### config.mk
export PLATFORM = sky130hd
export DESIGN_NAME = gpb_config
export DESIGN_NICKNAME = d
export VERILOG_FILES = /design/src/inc/gpb_pkg.sv /design/src/rtl/gpb_config.sv
export SDC_FILE = /design/constraint.sdc
export NUM_CORES = 1
export LEC_CHECK = 0
export ABC_AREA = 1
export BUFFER_PORTS_ARGS = -buffer_cell sky130_fd_sc_hd__clkbuf_2
export CORE_AREA = 2 2 89 91
export CTS_CLUSTER_SIZE = 20
export DETAILED_ROUTE_END_ITERATION = 6
export DIE_AREA = 0 0 91 93
export PLACE_DENSITY = 0.83
export SLEW_MARGIN = 0
export SYNTH_ARGS = -nofsm -noshare
export SYNTH_HDL_FRONTEND = slang
export SYNTH_SLANG_ARGS = --single-unit
export TNS_END_PERCENT = 30
### constraint.sdc
create_clock -name ref_clk -period 4.85 [get_ports ref_clk]
set_clock_uncertainty 0.05 [all_clocks]
set_input_delay 0.7275 -clock ref_clk [delete_from_list [all_inputs] [get_ports ref_clk]]
set_output_delay 0.7275 -clock ref_clk [all_outputs]
set_load 0.005 [all_outputs]
### src/inc/gpb_pkg.sv
// package: register map, field layout and constants for the pin pair b configuration block
package gpb_pkg;
    // register indices; the byte address is four times the index
    localparam logic [7:0]  GPB_CFG_INDEX     = 8'hc1;
    localparam logic [7:0]  GPB_STATE_INDEX   = 8'hc2;
    localparam logic [11:0] GPB_CFG_ADDR      = {2'h0, GPB_CFG_INDEX, 2'h0};
    localparam logic [11:0] GPB_STATE_ADDR    = {2'h0, GPB_STATE_INDEX, 2'h0};

    localparam logic [15:0] GPB_CFG_RESET     = 16'h8000;
    localparam int          GPB_RSVD_POS      = 15;
    localparam logic        GPB_RSVD_VALUE    = 1'h1;

    // pwm time base, master clock periods per decode window
    localparam logic [10:0] GPB_TB_LEN_0      = 11'h010;
    localparam logic [10:0] GPB_TB_LEN_1      = 11'h040;
    localparam logic [10:0] GPB_TB_LEN_2      = 11'h100;
    localparam logic [10:0] GPB_TB_LEN_3      = 11'h400;

    localparam logic        GPB_DIR_INPUT     = 1'h0;
    localparam logic        GPB_DIR_OUTPUT    = 1'h1;
    localparam logic        GPB_FMT_STATIC    = 1'h0;
    localparam logic        GPB_FMT_PWM       = 1'h1;

    // bits 14:0 of the configuration word, msb first
    typedef struct packed {
        logic [2:0] spare_hi;
        logic       pin_one_input_format;
        logic       pin_zero_input_format;
        logic       pin_one_direction;
        logic       pin_zero_direction;
        logic [1:0] pin_one_pwm_timebase;
        logic [1:0] pin_zero_pwm_timebase;
        logic [1:0] spare_lo;
        logic       pin_one_out_data;
        logic       pin_zero_out_data;
    } gpb_cfg_s;

    localparam gpb_cfg_s    GPB_CFG_FIELDS_RESET = gpb_cfg_s'(GPB_CFG_RESET[14:0]);

    // one pin's pad signals
    typedef struct packed {
        logic o;
        logic oe;
    } gpb_pad_s;
endpackage : gpb_pkg

### src/rtl/gpb_config.sv
// pin pair b configuration: apb register, direction, static or pwm-decoded input, static output
//
// Operation
// - five spare bits, read/write, no effect
// - pin one format: static or pwm input
// - pin one output always static level
// - pin zero format: static or pwm input
// - pin zero output always static level
// - pin one direction: zero input, one output
// - pin zero direction: zero input, one output
// - pwm time base 16/64/256/1024 clocks
//
// The APB register port and the register offsets are this design's own decisions.
`timescale 1ns/1ps
module gpb_config (
    input  wire logic                 ref_clk,
    input  wire logic                 rst,
    input  wire logic                 psel,
    input  wire logic                 penable,
    input  wire logic                 pwrite,
    input  wire logic [11:0]          paddr,
    input  wire logic [31:0]          pwdata,
    output logic      [31:0]          prdata,
    output logic                      pready,
    output logic                      pslverr,
    input  wire logic                 pin_zero_i,
    input  wire logic                 pin_one_i,
    output gpb_pkg::gpb_pad_s         pin_zero_pad,
    output gpb_pkg::gpb_pad_s         pin_one_pad,
    output logic      [1:0]           pin_level
);
    import gpb_pkg::*;

    function automatic logic [10:0] tb_len(input logic [1:0] code);
        case (code)
            2'h0:    tb_len = GPB_TB_LEN_0;
            2'h1:    tb_len = GPB_TB_LEN_1;
            2'h2:    tb_len = GPB_TB_LEN_2;
            default: tb_len = GPB_TB_LEN_3;
        endcase
    endfunction : tb_len

    function automatic logic [31:0] cfg_word(input gpb_cfg_s c);
        logic [31:0] w;
        w = {16'h0000, GPB_RSVD_VALUE, c};
        cfg_word = w;
    endfunction : cfg_word

    // window closes on its last clock; a shorter time base picked after the window ran past its length closes it at once
    function automatic logic window_end(input logic [10:0] win, input logic [10:0] len);
        window_end = (win >= len - 11'h001);
    endfunction : window_end

    // strictly more than half the window high reads high, so an even split reads low
    function automatic logic pwm_level(input logic [10:0] highs, input logic [10:0] len);
        pwm_level = (highs > {1'h0, len[10:1]});
    endfunction : pwm_level

    // ---------------- apb slave ----------------
    gpb_cfg_s    cfg_r;
    gpb_cfg_s    cfg_nxt;
    logic [31:0] prdata_r;
    logic [31:0] prdata_nxt;
    logic        pready_r;
    logic        pready_nxt;
    logic        pslverr_r;
    logic        pslverr_nxt;
    logic        hit_cfg;
    logic        hit_state;
    logic        access;
    logic        commit;
    logic [1:0]  level_r;
    logic [1:0]  level_nxt;

    // one wait state: pready rises in the second access cycle, registers update at that edge
    always_comb begin
        hit_cfg     = (paddr == GPB_CFG_ADDR);
        hit_state   = (paddr == GPB_STATE_ADDR);
        access      = psel & penable & ~pready_r;
        commit      = psel & penable & pready_r;
        prdata_nxt  = prdata_r;
        pslverr_nxt = 1'h0;
        pready_nxt  = access;
        if (access) begin
            // state register is read-only; anything off the map is refused
            pslverr_nxt = ~(hit_cfg | hit_state) | (pwrite & hit_state);
            if (pwrite) begin
                prdata_nxt = 32'h0000_0000;
            end else if (hit_cfg) begin
                prdata_nxt = cfg_word(cfg_r);
            end else if (hit_state) begin
                prdata_nxt = {30'h0, level_r};
            end else begin
                prdata_nxt = 32'h0000_0000;
            end
        end
    end

    always_ff @(posedge ref_clk) begin
        if (rst) begin
            prdata_r  <= 32'h0000_0000;
            pready_r  <= 1'h0;
            pslverr_r <= 1'h0;
        end else begin
            prdata_r  <= prdata_nxt;
            pready_r  <= pready_nxt;
            pslverr_r <= pslverr_nxt;
        end
    end

    assign prdata  = prdata_r;
    assign pready  = pready_r;
    assign pslverr = pslverr_r;

    // ---------------- configuration register ----------------
    // stored only at the edge that completes the access, never on the wait cycle;
    // write data above bit 14 is dropped since bit 15 is a constant one
    always_comb begin
        cfg_nxt = cfg_r;
        if (commit && pwrite && hit_cfg) begin
            cfg_nxt = gpb_cfg_s'(pwdata[GPB_RSVD_POS-1:0]);
        end
    end

    always_ff @(posedge ref_clk) begin
        if (rst) begin
            cfg_r <= GPB_CFG_FIELDS_RESET;
        end else begin
            cfg_r <= cfg_nxt;
        end
    end

    // ---------------- field split ----------------
    // pin one in bit 1, pin zero in bit 0 throughout
    logic [1:0]       dir;
    logic [1:0]       fmt;
    logic [1:0]       dat;
    logic [1:0]       pin_in;
    logic [1:0][1:0]  tb;

    always_comb begin
        dir    = {cfg_r.pin_one_direction, cfg_r.pin_zero_direction};
        fmt    = {cfg_r.pin_one_input_format, cfg_r.pin_zero_input_format};
        dat    = {cfg_r.pin_one_out_data, cfg_r.pin_zero_out_data};
        tb     = {cfg_r.pin_one_pwm_timebase, cfg_r.pin_zero_pwm_timebase};
        pin_in = {pin_one_i, pin_zero_i};
    end

    // ---------------- pad drivers ----------------
    gpb_pad_s [1:0]   pad_r;
    gpb_pad_s [1:0]   pad_nxt;

    // oe and o switch at one edge, so a pin that stays driven never sees a runt
    always_comb begin
        pad_nxt = pad_r;
        for (int i = 0; i < 2; i++) begin
            // format is ignored when driving: no pwm output exists on either pin
            pad_nxt[i].oe = (dir[i] == GPB_DIR_OUTPUT);
            // o held low while an input, so a turn to output starts from a known level
            pad_nxt[i].o  = dat[i] & (dir[i] == GPB_DIR_OUTPUT);
        end
    end

    always_ff @(posedge ref_clk) begin
        if (rst) begin
            pad_r <= '0;
        end else begin
            pad_r <= pad_nxt;
        end
    end

    assign pin_zero_pad = pad_r[0];
    assign pin_one_pad  = pad_r[1];

    // ---------------- input decoders ----------------
    // counters are 11 bits: a 1024-clock window of all highs must not wrap
    logic [1:0][10:0] win_r;
    logic [1:0][10:0] win_nxt;
    logic [1:0][10:0] high_r;
    logic [1:0][10:0] high_nxt;
    logic [10:0]      len;
    logic [10:0]      total;

    // a time base change acts on the running window, it does not restart it
    always_comb begin
        len       = 11'h000;
        total     = 11'h000;
        win_nxt   = win_r;
        high_nxt  = high_r;
        level_nxt = level_r;
        for (int i = 0; i < 2; i++) begin
            len   = tb_len(tb[i]);
            total = high_r[i] + {10'h000, pin_in[i]};
            if (dir[i] == GPB_DIR_INPUT && fmt[i] == GPB_FMT_PWM) begin
                // duty above half of the window decodes as high
                if (window_end(win_r[i], len)) begin
                    level_nxt[i] = pwm_level(total, len);
                    win_nxt[i]   = 11'h000;
                    high_nxt[i]  = 11'h000;
                end else begin
                    win_nxt[i]  = win_r[i] + 11'h001;
                    high_nxt[i] = total;
                end
            end else begin
                // static sampling; window restarts when pwm is selected again
                level_nxt[i] = pin_in[i];
                win_nxt[i]   = 11'h000;
                high_nxt[i]  = 11'h000;
            end
        end
    end

    always_ff @(posedge ref_clk) begin
        if (rst) begin
            win_r   <= '0;
            high_r  <= '0;
            level_r <= 2'h0;
        end else begin
            win_r   <= win_nxt;
            high_r  <= high_nxt;
            level_r <= level_nxt;
        end
    end

    assign pin_level = level_r;
endmodule : gpb_config

==> impl_results.md <==
* CTS H-tree depth at 3
* Worst-case reg-to-reg path depth at 16
* Cell Pwr Density at 259.0 nW/um^2
* Routability cong. at 0.8048
* Port buffer count at 57
* Die area at 8463 sq um
* Avg Inst Size Synth at 7.276 sq um
* Largest net degree at the start of global routing at 31
* Initial antenna violation count at 0
* #FFs+latches synth at 83
* Simple-gate share of the synthesized area at 28.76%
* Initial Util at 56.93%
* Final TNS setup at 0 ns
* Cell leakage power at 0.002030 uW
* TritonCTS Buffers at 9
* Synth warnings at 0
* Pins over their slew limit at 0
* Core ar. at 7527 sq um
* Post-DP HPWL at 6.602 mm
* GRT Util Overall at 21.72%
* Area grow syn2layout at 11.01%
* Sequential-to-total area share from yosys stat at 38.77%
* CTS Hold Bufs at 0
* Ys flop type: dfxtp_1
* Worst slack at placement at 1.923 ns
* Tot Pwr at 1232 uW
* Min-delay src: cfg_r[13]$_SDFFE_PP0P_
* R2R Setup Slk at 2.46 ns
* DRT Wirelength at 8.805 mm
* CTS tree: built
* Relative slew margins at 33.58%
* Compound-gate portion of the synthesized area at 9.547%
* Max-cap viol count at 0
* RSZ-0062 raised after global routing: false
* Final number of setup-violating endpoints at 0
* TritonCTS Sinks at 83
* Placed inst area at 4552 sq um
* Root Driver: clkbuf_8
* Worst Hold Depth at 2
* Post-synth cell types at 33
* Antenna diode count at 0
* CP Launch Type: primary input
* Adder-cell share of the synthesized area at 7.591%
* Skew-Pair Late Insertion Delay at 0.35 ns
* Actual slew at the worst max-slew pin at 0.9935 ns
* ANT nets after route at 0
* Most frequent cells in the layout: 134 x nand2_1, 83 x dfxtp_1, 76 x inv_1, 76 x nor2_1, 57 x clkbuf_2
* Critical R2R Launch: high_r[0]$_SDFF_PP0_
* Status: finished clean
* Maximum clock path buffer count at 2
* Number of synthesized flops with an enable pin at 0
* I/O pins at 91
* DRC at 0
* CP required at 5.08 ns
* Post-CTS Resized at 0
* Vias per cell at 5.011
* Asr flop ratio synth at 0%
* Layout cells sized above 1 at 15.74%
* Gate count of the mapped netlist at 589
* Hold crit path type: reg2reg
* Arr. time, crit path at 2.81 ns
* Max IR drop VDD at 200.1 uV
* Minimum clock period at 2.581 ns
* Per-cell routed wire length at 11.74 um
* Postcts setup bufs at 0
* Num rows at 32
* Main combinational cell family by area after synthesis: simple AND/OR/NAND/NOR gates
* Min-Delay Endpoint: cfg_r[13]$_SDFFE_PP0P_
* End of the worst register-to-register path: pin_level[0]$_SDFFE_PP0P_
* Crit Path Category: in2reg
* Die H at 93 um
* Final instance area at 4757 sq um
* Post-Syn Area at 4285 sq um
* Final worst setup slack at 2.269 ns
* Post-Synth XOR/XNOR Area at 3.679%
* # nets final at 720
* Final period util at 53.21%
* CP Capture Type: flip-flop
* Max Freq at 387.5 MHz
* CTS clk-pin slew, worst paths at 0.08 ns
* Final hold viol count at 0
* Critical Path Fanout Max at 3
* Router iterations before antenna repair at 4
* Die X at 91 um
* First-pass GRT wire length at 15.25 mm
* Most common cell after layout, fill and taps aside: nand2_1
* DR vias at 3758
* Multiplexer share of the synthesized area at 0%
* Vias in the first global route at 3644
* DR iter-0 viols at 165
* Global route overflow at 0
Yosys cell counts (3+ instances only):
cell,instances,area [sq um]
nor2_2,6,37.54
o21ai_0,18,90.09
dfxtp_1,83,1662
nand3_2,3,30.03
inv_1,76,285.3
a21oi_1,42,210.2
nand2_1,134,503.0
xnor2_1,5,43.79
buf_4,17,127.6
ha_1,26,325.3
nor2_1,76,285.3
clkbuf_1,8,30.03
a21oi_2,11,96.34
nand3_1,32,160.2
nand3b_1,3,22.52
buf_6,4,45.04
nand4_1,6,37.54
xor2_1,13,113.9
nor3_1,6,30.03
final cells by class:
| class | count | area (sq um) |
|---|---|---|
| fillers | 659 | 2770 |
| multi-input cells | 414 | 2185 |
| flip-flops and latches | 83 | 1662 |
| inverters | 78 | 292.8 |
| repair buffers | 57 | 285.3 |
| well taps | 102 | 127.6 |
| clock buffers | 9 | 123.9 |
| clock inverters | 7 | 81.33 |
worst max-delay path, cell delays in order:
cell and delay, ns:
clkbuf_2 0.11, ha_1 0.20, nand3_2 0.11, nor3_2 0.22, nand2_1 0.08, nor2_1 0.15, xor2_1 0.27, ha_1 0.30
nand2_1 0.07, nor2_1 0.04, nand2_1 0.05, nor2_1 0.04, nand2_1 0.07, nor2_1 0.04, a21oi_1 0.13, nand2_1 0.07
a21oi_1 0.12
state kept, by name, summed over array words and instances (netlist names):
signal and count:
prdata 16, cfg_r 15, win_r 22, pin_zero_pad 2
pin_level 2, pin_one_pad 2, pslverr 1, high_r 22
pready 1
power by group:
part / internal [uW] / leakage, uW / switching (uW)
sequential: 682 / 0.000669 / 1.24
combinational: 14.5 / 0.00126 / 22.2
clock: 246 / 0.000101 / 266
total: 943 / 0.00203 / 289
kinds of logic after synthesis:
group,Yosys count
adders and majority gates,26
DFF,83
and+or+nand+nor,281
xor gates and xnor gates,18
buffers and inverters,107
other,1
AOI/OAI and AO/OA,73
worst max-delay path by stage:
stage | startpoint | to | cells after the start
2_1_floorplan | pin_zero_i | pin_level[0]$_SDFFE_PP0P_ | 16
3_3_place_gp | pin_zero_i | pin_level[0]$_SDFFE_PP0P_ | 17
3_5_place_dp | pin_zero_i | pin_level[0]$_SDFFE_PP0P_ | 17
4_1_cts | pin_zero_i | pin_level[0]$_SDFFE_PP0P_ | 17
5_1_grt | pin_zero_i | pin_level[0]$_SDFFE_PP0P_ | 17
6_report | pin_zero_i | pin_level[0]$_SDFFE_PP0P_ | 17
routing by layer:
layer  vias up  global-route usage [%]  routed length, um  share of wire, %
met4         0                   5.808                118               1.3
met3        12                   6.205                357               4.1
met1      1734                   23.42               3680                42
li1       1943                       -                  -                 -
met5         -                       0                  0                 0
met2        69                   41.42               4649                53
per-stage QoR:
stage,util (%),instances,hold WS (ns)
4_1_cts,63.20,750,0.4008
3_5_place_dp,60.47,734,0.3887
2_1_floorplan,-,604,0.3675
3_3_place_gp,60.47,734,0.3768
5_1_grt,63.20,750,0.4250
6_report,63.20,750,0.4006
No activity file was read; power rests on OpenSTA's default activity.
